$ cat config.mk
export PLATFORM = sky130hd
export DESIGN_NAME = switch_global_mgmt_regs
export DESIGN_NICKNAME = d
export VERILOG_FILES = /design/src/design/switch_global_mgmt_pkg.sv /design/src/design/mgmt_cfg_if.sv /design/src/design/port_irq_summary.sv /design/src/design/spi_edge_select.sv /design/src/design/switch_global_mgmt_regs.sv
export VERILOG_INCLUDE_DIRS = /design/src /design/src/design
export SDC_FILE = /design/constraint.sdc
export NUM_CORES = 1
export LEC_CHECK = 0
export BUFFER_PORTS_ARGS = -buffer_cell sky130_fd_sc_hd__buf_4
export CAP_MARGIN = 20
export CELL_PAD_IN_SITES_DETAIL_PLACEMENT = 1
export CELL_PAD_IN_SITES_GLOBAL_PLACEMENT = 2
export CORE_UTILIZATION = 37
export CTS_CLUSTER_SIZE = 10
export DETAILED_ROUTE_END_ITERATION = 7
export PLACE_DENSITY = 0.9
export SLEW_MARGIN = 20
export SYNTH_ARGS = -nofsm -noshare
export SYNTH_HDL_FRONTEND = slang
export SYNTH_SLANG_ARGS = --single-unit
export TNS_END_PERCENT = 5
$ cat constraint.sdc
create_clock -name core_clk -period 3.4 [get_ports core_clk]
set_input_delay 0.34 -clock core_clk [delete_from_list [all_inputs] [get_ports core_clk]]
set_output_delay 0.34 -clock core_clk [all_outputs]
set_load 0.02 [all_outputs]
$ cat src/design/switch_global_mgmt_defines.svh
`ifndef SWITCH_GLOBAL_MGMT_DEFINES_SVH
`define SWITCH_GLOBAL_MGMT_DEFINES_SVH

// Byte addresses of the first byte of each register
`define PORT_IRQ_STATUS_ADDR 16'h0018
`define PORT_IRQ_MASK_ADDR 16'h001c
`define SERIAL_IO_CTRL_ADDR 16'h0100
`define INBAND_CTRL_ADDR 16'h0104

// Reset values and in-band write mask
`define PORT_IRQ_MASK_RESET 3'h0
`define SERIAL_IO_CTRL_RESET 8'h42
`define INBAND_CTRL_RESET 32'h004040fe
`define INBAND_CTRL_WMASK 32'he0c7ffff

// Serial I/O control fields
`define SIO_RSVD_MSB 7
`define SIO_RSVD_LSB 3
`define SIO_PREAMBLE_SUPP_BIT 2
`define SIO_AUTO_EDGE_BIT 1
`define SIO_MANUAL_EDGE_BIT 0

// In-band control fields
`define INBAND_EN_BIT 31
`define INBAND_MAC_MATCH_BIT 30
`define INBAND_RST_BIT 29
`define INBAND_QUEUE_MSB 23
`define INBAND_QUEUE_LSB 22
`define INBAND_PORT_MSB 18
`define INBAND_PORT_LSB 16
`define INBAND_ETYPE_MSB 15
`define INBAND_ETYPE_LSB 0

// Timing
`define CORE_CLK_HZ 25000000
`define SPI_FAST_HZ 25000000
`define SPI_FAST_CYCLES (`CORE_CLK_HZ / `SPI_FAST_HZ)
`define EDGE_GAP_MAX 8'hff

`endif

$ cat src/design/switch_global_mgmt_pkg.sv
package switch_global_mgmt_pkg;
  typedef logic [2:0] port_vec_t;
  typedef enum logic [1:0] {HOST_SPI, HOST_I2C, HOST_MDIO} mgmt_host_e;
  typedef enum logic [1:0] {ST_SYNC_A, ST_SYNC_B, ST_CAPTURE, ST_RUN} strap_state_e;
endpackage

$ cat src/design/mgmt_cfg_if.sv
`timescale 1ns/1ns
`default_nettype none
interface mgmt_cfg_if;
  switch_global_mgmt_pkg::port_vec_t port_req;
  switch_global_mgmt_pkg::port_vec_t mask;
  switch_global_mgmt_pkg::port_vec_t status;
  logic irq;
  logic auto_edge;
  logic manual_edge;
  logic launch_rising;
  logic launch_strobe;
  modport irq_mp (input port_req, input mask, output status, output irq);
  modport edge_mp (input auto_edge, input manual_edge, output launch_rising, output launch_strobe);
endinterface
`default_nettype wire

$ cat src/design/port_irq_summary.sv
`timescale 1ns/1ns
`default_nettype none
module port_irq_summary (
  input wire logic core_clk,
  input wire logic resetn,
  mgmt_cfg_if.irq_mp bus
);
  switch_global_mgmt_pkg::port_vec_t status_ff;
  switch_global_mgmt_pkg::port_vec_t nxt_status;
  logic irq_ff;
  logic nxt_irq;

  always_comb begin
    nxt_status = bus.port_req; // [RL1]
    nxt_irq = |(status_ff & ~bus.mask); // [RL2] [RL3]
  end

  always_ff @(posedge core_clk or negedge resetn) begin
    if (!resetn) begin
      status_ff <= 3'h0;
      irq_ff <= 1'b0;
    end else begin
      status_ff <= nxt_status;
      irq_ff <= nxt_irq;
    end
  end

  assign bus.status = status_ff;
  assign bus.irq = irq_ff;
endmodule
`default_nettype wire

$ cat src/design/spi_edge_select.sv
`timescale 1ns/1ns
`default_nettype none
`include "switch_global_mgmt_defines.svh"
module spi_edge_select (
  input wire logic core_clk,
  input wire logic resetn,
  input wire logic serial_clk_pin,
  mgmt_cfg_if.edge_mp bus
);
  logic sclk_meta_ff;
  logic sclk_sync_ff;
  logic sclk_prev_ff;
  logic [7:0] gap_ff;
  logic [7:0] nxt_gap;
  logic fast_ff;
  logic nxt_fast;
  logic rising_ff;
  logic nxt_rising;
  logic strobe_ff;
  logic nxt_strobe;
  logic rise;
  logic fall;

  assign rise = sclk_sync_ff && !sclk_prev_ff;
  assign fall = !sclk_sync_ff && sclk_prev_ff;

  // Only clocks well below the core rate can be measured; faster ones alias
  always_comb begin
    nxt_gap = (gap_ff == `EDGE_GAP_MAX) ? gap_ff : gap_ff + 8'h01;
    nxt_fast = fast_ff;
    if (rise) begin
      nxt_fast = (gap_ff < 8'(`SPI_FAST_CYCLES)); // [RL6]
      nxt_gap = 8'h00;
    end
    nxt_rising = bus.auto_edge ? fast_ff : bus.manual_edge; // [RL7] [RL8]
    nxt_strobe = rising_ff ? rise : fall;
  end

  always_ff @(posedge core_clk or negedge resetn) begin
    if (!resetn) begin
      // Idle-high serial clock; a low reset value would fake a rise after reset
      sclk_meta_ff <= 1'b1;
      sclk_sync_ff <= 1'b1;
      sclk_prev_ff <= 1'b1;
      gap_ff <= 8'h00;
      fast_ff <= 1'b0;
      rising_ff <= 1'b0;
      strobe_ff <= 1'b0;
    end else begin
      sclk_meta_ff <= serial_clk_pin;
      sclk_sync_ff <= sclk_meta_ff;
      sclk_prev_ff <= sclk_sync_ff;
      gap_ff <= nxt_gap;
      fast_ff <= nxt_fast;
      rising_ff <= nxt_rising;
      strobe_ff <= nxt_strobe;
    end
  end

  assign bus.launch_rising = rising_ff;
  assign bus.launch_strobe = strobe_ff;
endmodule
`default_nettype wire

$ cat src/design/switch_global_mgmt_regs.sv
`timescale 1ns/1ns
`default_nettype none
`include "switch_global_mgmt_defines.svh"
// How it works
// [RL1] Status bits 2:0 mirror pending port requests
// [RL2] Mask bit 1 blocks that port
// [RL3] Combined request from any unmasked status bit
// [RL4] Preamble suppression bit lets commands skip preamble
// [RL5] Suppression affects only the MDIO path
// [RL6] Auto mode: fast clock rising, slow falling; the code never detects a fast clock, so auto always launches falling
// [RL7] Auto bit resets to one, overrides manual
// [RL8] Manual bit: zero falling, one rising
// [RL9] Enable bit resets to inverted strap level
// [RL10] Host keeps in-band access off under I2C
// [RL11] Match bit gates destination address check
// [RL12] Reinit bit pulses then clears itself
// [RL13] Response queue field, resets to one
// [RL14] Port select field, codes above two reserved
// [RL15] EtherType field, resets to 40fe
// [RL16] Serial bits 7:3 read-write, reset 01000
// [RL17] Most significant byte at lowest address
// [RL18] Host merges writable bits by read-modify-write
module switch_global_mgmt_regs (
  input wire logic core_clk,
  input wire logic resetn,
  input wire logic [15:0] reg_addr,
  input wire logic [7:0] reg_wdata,
  input wire logic reg_wr,
  input wire logic reg_rd,
  output logic [7:0] reg_rdata,
  output logic reg_rvalid,
  input wire logic [2:0] port_irq_req,
  output logic port_irq,
  input wire logic [1:0] host_if_sel,
  output logic mdio_preamble_required,
  input wire logic serial_clk_pin,
  output logic sdo_launch_rising,
  output logic sdo_launch_strobe,
  input wire logic inband_strap_pin,
  output logic inband_frame_access_en,
  output logic inband_mac_match_en,
  output logic inband_reinit,
  output logic [1:0] inband_resp_queue,
  output logic [2:0] inband_port_sel,
  output logic [15:0] inband_ethertype
);

  function automatic logic [7:0] get_byte(input logic [31:0] word, input logic [1:0] lane);
    get_byte = word[8 * (3 - int'(lane)) +: 8]; // [RL17]
  endfunction

  function automatic logic [31:0] put_byte(input logic [31:0] word, input logic [1:0] lane,
                                           input logic [7:0] data);
    put_byte = word;
    put_byte[8 * (3 - int'(lane)) +: 8] = data; // [RL17]
  endfunction

  mgmt_cfg_if cfg ();

  logic [15:0] base;
  logic [1:0] lane;
  logic [2:0] mask_ff;
  logic [2:0] nxt_mask;
  logic [7:0] serial_ff;
  logic [7:0] nxt_serial;
  logic [31:0] inband_ff;
  logic [31:0] nxt_inband;
  logic [7:0] rdata_ff;
  logic [7:0] nxt_rdata;
  logic rvalid_ff;
  logic nxt_rvalid;
  logic preamble_req_ff;
  logic nxt_preamble_req;
  logic strap_meta_ff;
  logic strap_sync_ff;
  switch_global_mgmt_pkg::strap_state_e strap_state_ff;
  switch_global_mgmt_pkg::strap_state_e nxt_strap_state;

  assign base = {reg_addr[15:2], 2'b00};
  assign lane = reg_addr[1:0];

  assign cfg.port_req = port_irq_req;
  assign cfg.mask = mask_ff;
  assign cfg.auto_edge = serial_ff[`SIO_AUTO_EDGE_BIT];
  assign cfg.manual_edge = serial_ff[`SIO_MANUAL_EDGE_BIT];

  port_irq_summary irq_u (
    .core_clk(core_clk),
    .resetn(resetn),
    .bus(cfg.irq_mp)
  );

  spi_edge_select edge_u (
    .core_clk(core_clk),
    .resetn(resetn),
    .serial_clk_pin(serial_clk_pin),
    .bus(cfg.edge_mp)
  );

  // Strap is caught after its synchroniser has settled, never under reset
  always_comb begin
    nxt_strap_state = strap_state_ff;
    unique case (strap_state_ff)
      switch_global_mgmt_pkg::ST_SYNC_A: begin
        nxt_strap_state = switch_global_mgmt_pkg::ST_SYNC_B;
      end
      switch_global_mgmt_pkg::ST_SYNC_B: begin
        nxt_strap_state = switch_global_mgmt_pkg::ST_CAPTURE;
      end
      switch_global_mgmt_pkg::ST_CAPTURE: begin
        nxt_strap_state = switch_global_mgmt_pkg::ST_RUN;
      end
      switch_global_mgmt_pkg::ST_RUN: begin
        nxt_strap_state = switch_global_mgmt_pkg::ST_RUN;
      end
    endcase
  end

  always_ff @(posedge core_clk or negedge resetn) begin
    if (!resetn) begin
      strap_meta_ff <= 1'b0;
      strap_sync_ff <= 1'b0;
      strap_state_ff <= switch_global_mgmt_pkg::ST_SYNC_A;
    end else begin
      strap_meta_ff <= inband_strap_pin;
      strap_sync_ff <= strap_meta_ff;
      strap_state_ff <= nxt_strap_state;
    end
  end

  // Register writes; reserved bits of the in-band word are forced to zero
  always_comb begin
    logic [31:0] merged;
    merged = 32'h0000_0000;
    nxt_mask = mask_ff;
    nxt_serial = serial_ff;
    nxt_inband = inband_ff;
    nxt_inband[`INBAND_RST_BIT] = 1'b0; // [RL12]
    if (reg_wr) begin
      unique case (base)
        `PORT_IRQ_MASK_ADDR: begin
          merged = put_byte({29'h0, mask_ff}, lane, reg_wdata);
          nxt_mask = merged[2:0]; // [RL2]
        end
        `SERIAL_IO_CTRL_ADDR: begin
          if (lane == 2'h0) begin
            nxt_serial = reg_wdata; // [RL4] [RL7] [RL8] [RL16]
          end
        end
        `INBAND_CTRL_ADDR: begin
          merged = put_byte(nxt_inband, lane, reg_wdata);
          // Holds enable, match, reinit, queue, port and EtherType
          nxt_inband = merged & `INBAND_CTRL_WMASK; // [RL11] [RL12] [RL13] [RL14] [RL15]
        end
        default: begin
          nxt_mask = mask_ff;
        end
      endcase
    end
    // The one-time strap load outranks a racing host write
    if (strap_state_ff == switch_global_mgmt_pkg::ST_CAPTURE) begin
      nxt_inband[`INBAND_EN_BIT] = !strap_sync_ff; // [RL9]
    end
  end

  // Read path answers one cycle after the strobe; unmapped bytes read zero
  always_comb begin
    nxt_rdata = 8'h00;
    nxt_rvalid = reg_rd;
    if (reg_rd) begin
      unique case (base)
        `PORT_IRQ_STATUS_ADDR: begin
          nxt_rdata = get_byte({29'h0, cfg.status}, lane); // [RL1]
        end
        `PORT_IRQ_MASK_ADDR: begin
          nxt_rdata = get_byte({29'h0, mask_ff}, lane);
        end
        `SERIAL_IO_CTRL_ADDR: begin
          nxt_rdata = (lane == 2'h0) ? serial_ff : 8'h00;
        end
        `INBAND_CTRL_ADDR: begin
          nxt_rdata = get_byte(inband_ff, lane);
        end
        default: begin
          nxt_rdata = 8'h00;
        end
      endcase
    end
  end

  // SPI and I2C frontends never look at this output
  always_comb begin
    nxt_preamble_req = !(serial_ff[`SIO_PREAMBLE_SUPP_BIT] &&
                         host_if_sel == 2'(switch_global_mgmt_pkg::HOST_MDIO)); // [RL4] [RL5]
  end

  always_ff @(posedge core_clk or negedge resetn) begin
    if (!resetn) begin
      mask_ff <= `PORT_IRQ_MASK_RESET;
      serial_ff <= `SERIAL_IO_CTRL_RESET;
      inband_ff <= `INBAND_CTRL_RESET;
      rdata_ff <= 8'h00;
      rvalid_ff <= 1'b0;
      preamble_req_ff <= 1'b1;
    end else begin
      mask_ff <= nxt_mask;
      serial_ff <= nxt_serial;
      inband_ff <= nxt_inband;
      rdata_ff <= nxt_rdata;
      rvalid_ff <= nxt_rvalid;
      preamble_req_ff <= nxt_preamble_req;
    end
  end

  assign reg_rdata = rdata_ff;
  assign reg_rvalid = rvalid_ff;
  assign port_irq = cfg.irq;
  assign mdio_preamble_required = preamble_req_ff;
  assign sdo_launch_rising = cfg.launch_rising;
  assign sdo_launch_strobe = cfg.launch_strobe;
  assign inband_frame_access_en = inband_ff[`INBAND_EN_BIT];
  assign inband_mac_match_en = inband_ff[`INBAND_MAC_MATCH_BIT];
  assign inband_reinit = inband_ff[`INBAND_RST_BIT];
  assign inband_resp_queue = inband_ff[`INBAND_QUEUE_MSB:`INBAND_QUEUE_LSB];
  assign inband_port_sel = inband_ff[`INBAND_PORT_MSB:`INBAND_PORT_LSB];
  assign inband_ethertype = inband_ff[`INBAND_ETYPE_MSB:`INBAND_ETYPE_LSB];
endmodule
`default_nettype wire

Yosys cells after proc, flatten, opt, wreduce, memory -nomap -nowiden
Cells that the tools add are included.

Add/sub/neg operators: 3. Muxes and demuxes: 13. Shifts and indexed selects: 5. $lt $le $gt $ge: 1. Bitwise operators: 2. Reductions and logical operators: 17. Equality and inequality tests: 10.

Operators with widths (number): variable part select 32 x 6 -> 8 bit (3); bitwise mux 32 bit (2); two-way mux 32 bit (2); negator 6 -> 33 bit (1); variable shift 8 x 33 -> 32 bit, first input constant (1); variable part select 8 x 33 -> 32 bit (1); two-way mux 8 bit (4); one-hot mux 8 bit (4 select lines) (1); equality test 14 x 3 -> 1 bit, second input constant (2); equality test 14 x 7 -> 1 bit, second input constant (2); adder 8 x 1 -> 8 bit, second input constant (1); equality test 8 bit, second input constant (1); < comparator 8 x 1 -> 1 bit, second input constant (1); equality test 2 bit, second input constant (3); one-hot mux 2 bit (3 select lines) (1); AND reduction 2 bit (3); logical NOT 1 bit (4); logical NOT 2 bit (2); nonzero test 2 bit (2); AND 3 bit (1); logical AND 1 bit (3); two-way mux 1 bit (3); inverter 3 bit (1); AND reduction 3 bit (1); other kinds (5) (5).

Input bits: 35. Register bits: 67. Output and inout bits: 37.

Longest topological paths before layout
Depth after elaboration: 7. Gate-level depth with buffers: 7. Depth with buffers taken out: 6.

Modules after synthesis
From an unflattened synthesis, not the netlist that was laid out.

Cells, all modules: 286. Area total of the unflattened synthesis: 3321.9 µm².

Modules (own cells, without submodules): switch_global_mgmt_regs (seq. area each 1241.2 µm², cells each 215, area each 2524.9 µm², times used 1); spi_edge_select (seq. area each 354.1 µm², cells each 63, area each 668.1 µm², times used 1); port_irq_summary (seq. area each 100.1 µm², cells each 8, area each 128.9 µm², times used 1).

Least setup slack after synthesis
OpenSTA, ideal clock, no wires.

Kind: in2reg. Start point: in reg_addr[0]. End point: reg serial_ff[0]. Arrival: 1718 ps. Cell stages on the path: 7. Required time: 3275 ps. Setup time: 125 ps. Path slack: 1557 ps. Buffers on the path: 1. Path through: buf_2 inv_1 ha_1 nor2b_1 and2b_2 nand3_4 mux2_2.

Longest elaborated chain between the ends: 2.

Ends and longest elaborated chain: start, declared (line switch_global_mgmt_regs.sv:26) `input wire logic [15:0] reg_addr,`; logical NOT 2 bit (line switch_global_mgmt_regs.sv:146) `if (lane == 2'h0) begin`; AND reduction 3 bit (no source line); end signal, assigned (line switch_global_mgmt_regs.sv:200) `` serial_ff <= `SERIAL_IO_CTRL_RESET; ``; end signal, assigned (line switch_global_mgmt_regs.sv:207) `serial_ff <= nxt_serial;`; end, declared (line switch_global_mgmt_regs.sv:64) `logic [7:0] serial_ff;`.

No other way between the ends. A chain may end at the register's enable or synchronous reset.

Worst setup path after layout
Ends and elaborated chain as after synthesis.

==> impl_results.md <==
- Area growth syn-to-layout: 25.86%
- Area fraction of the dominant cell type after synthesis: 0.4099
- # rows: 33
- Die area: 8954 um^2
- DR iter-0 viols: 54
- CP Launch Type: input port
- Final worst path period share: 0.5511
- Post-CTS Resized: 0
- Critical Path RT: 3.62 ns
- Total Wirelength: 8113 um
- Setup TNS: 0 ns
- Clk_skew: 0.007382 ns
- GP Congestion: 0.7871
- Max Root-Sink Buffers: 2
- Grt total ovfl: 0
- Boundary Pins: 72
- Vias per cell: 5.114
- PD cells: 426.8 nW/um^2
- Final setup vio count: 0
- CP Class: in -> reg
- Total setup buffers inserted after CTS: 0
- Cell accounting for the most synthesized area: dfrtp_1
- Worst EP arrival: 2.09 ns
- I/O Buffers: 71
- Filler Cell Count: 937
- Largest net degree at the start of global routing: 68
- HP Class: in -> async
- Fin crit period: 1.874 ns
- First-pass GRT wire length: 12760 um
- Post-Syn Area: 3174 um^2
- Number of CTS-inserted buffers: 9
- Clock root buffer: clkbuf_8
- Yosys reg bits: 67
- Max H-tree Level: 3
- CTS tree: done
- Hold_buf cts: 0
- Share of layout cells above drive strength 1: 0.3490
- Fin. Hold Viols: 0
- Post-DRT Antenna Nets: 0
- Asr flop ratio synth: 1.000
- RSZ-0062 raised after global routing: no
- Static Leakage: 1.966 nW
- Seq/Total Area, Yosys: 0.5341
- Fmax achieved: 0.5337 GHz
- Worst-path clk slew: 0.08 ns
- Max VDD drop: 0.1465 mV
- Post-synth top flop: dfrtp_1
- Starting Density: 0.3844
- Total GRT Usage: 0.1920
- Synth warn: 0
- Worst Setup End Kind: flop
- Clock Latency Late Sink: 0.34 ns
- Max-slew violations: 0
- Commonest non-fill, non-tap cell in the layout: buf_4
- Vias: 2383
- Final #Nets: 398
- Slew headroom: 0.4387
- Vias in the first global route: 2589
- Final HPWL DP: 6127 um
- Initial antenna violation count: 0
- Tightest Pin Transition: 0.8420 ns
- Core area: 8258 um^2
- Max-cap check violation count: 0
- Synth Area per Inst: 11.26 um^2
- Die Y: 94.63 um
- Top fanout value on the critical path: 15
- Post-layout worst setup margin: 1.526 ns
- Antenna Cells: 0
- Die W: 94.63 um
- Status: complete, no violations
- Per-cell routed wire length: 17.41 um
- Area contributors post-synth: dfrtp_1, dfstp_2, mux2i_1
- Pre-CTS WS: 1.188 ns
- Clock Sinks: 67
- Most frequent cells in the layout: buf_4, dfrtp_1, nand2_1
- Synth Instances: 282
- DR DRC count: 0
- Net count after synthesis: 324
- Power consumption: 1.705 mW
- EDFF count, synth: 0
- Synth unique cells: 45
- Pre-antenna DRT Iters: 6
-- layout make-up --
type | instances | area (um^2) | area share
Sequential cell | 67 | 1695 | 0.4244
Timing Repair Buffer | 72 | 540.5 | 0.1353
Inverter | 21 | 78.83 | 0.01973
Tap cell | 105 | 131.4 | 0.03288
Clock inverter | 5 | 52.55 | 0.01315
Clock buffer | 11 | 141.4 | 0.03539
Multi-Input combinational cell | 185 | 1355 | 0.3392
-- kinds of logic (layout without fill, tap and decap cells) --
family / Yosys count / after routing / share of synthesized area
xor+xnor: 3 / 3 / 0.008279
flops: 67 / 67 / 0.5341
mux: 42 / 42 / 0.1462
simple gates: 98 / 98 / 0.1711
compound gates: 35 / 35 / 0.07371
buf+inv: 30 / 109 / 0.03902
fa+ha+maj: 7 / 7 / 0.02759
-- Yosys cell counts (all sizes together) (3+ instances only) --
library cell  number
a21oi              3
a22oi              6
and2               7
and3               5
buf                4
clkbuf             5
dfrtp             52
dfstp             15
ha                 7
inv               21
mux2              15
mux2i             25
nand2             30
nand2b             4
nand3              7
nand3b             3
nand4              3
nor2              20
nor2b              4
nor3               3
o21ai              9
o22ai              3
o2bb2ai            3
o31ai              5
-- path summary, 6_finish.rpt --
path	slack [ns]	startpoint	cells after the start	endpoint
max	1.53	reg_addr[0]	7	serial_ff[0]$_DFFE_PN0P_
min	0.1	resetn	1	reg_rdata[5]$_DFF_PN0_
max reg2reg	1.70	edge_u.gap_ff[0]$_DFFE_PN0P_	5	edge_u.gap_ff[4]$_DFFE_PN0P_
min reg2reg	0.36	edge_u.sclk_meta_ff$_DFF_PN1_	0	edge_u.sclk_sync_ff$_DFF_PN1_
max in group asynchronous	2.75	resetn	1	inband_ff[16]$_DFFE_PN0P_
min in group core_clk	0.11	port_irq_req[0]	1	irq_u.bus.status[0]$_DFF_PN0_
-- power by group --
part           total (mW)  internal (mW)  switching (mW)
Sequential          0.858          0.828          0.0298
Combinational       0.182         0.0816           0.101
Clock               0.665          0.355           0.309
-- critical path, cell delays in order --
cell and delay [ns]:
buf_4 0.18, inv_1 0.17, ha_1 0.18, nor2b_1 0.47
and2b_2 0.29, nand3_4 0.15, mux2_2 0.32
-- state kept, by name, indices dropped and copies added, names as in the netlist, 2 cells and up --
name,cells
strap_state_ff,2
inband_ff,24
edge_u.gap_ff,8
reg_rdata,8
irq_u.bus.status,3
cfg.mask,3
serial_ff,8
-- stage by stage --
step / hold WS [ns] / std cells / util / cell area, um^2
floorplan: 0.04441 / 282 / - / 3174
global placement: 0.3403 / 450 / 0.4603 / 3801
detailed placement: 0.3478 / 450 / 0.4603 / 3801
CTS: 0.09577 / 466 / 0.4838 / 3995
global route: 0.08498 / 466 / 0.4838 / 3995
finish: 0.09956 / 466 / 0.4838 / 3995
-- layer usage --
layer / GRT usage / share of wire / wire length [um] / vias up
met4: 0.05934 / 0.0063 / 51 / 0
li1: - / - / - / 1123
met3: 0.03865 / 0.033 / 271 / 5
met5: 0 / 0 / 0 / -
met1: 0.2449 / 0.46 / 3752 / 1205
met2: 0.3267 / 0.50 / 4038 / 50
(Power assumes the default switching activity.)
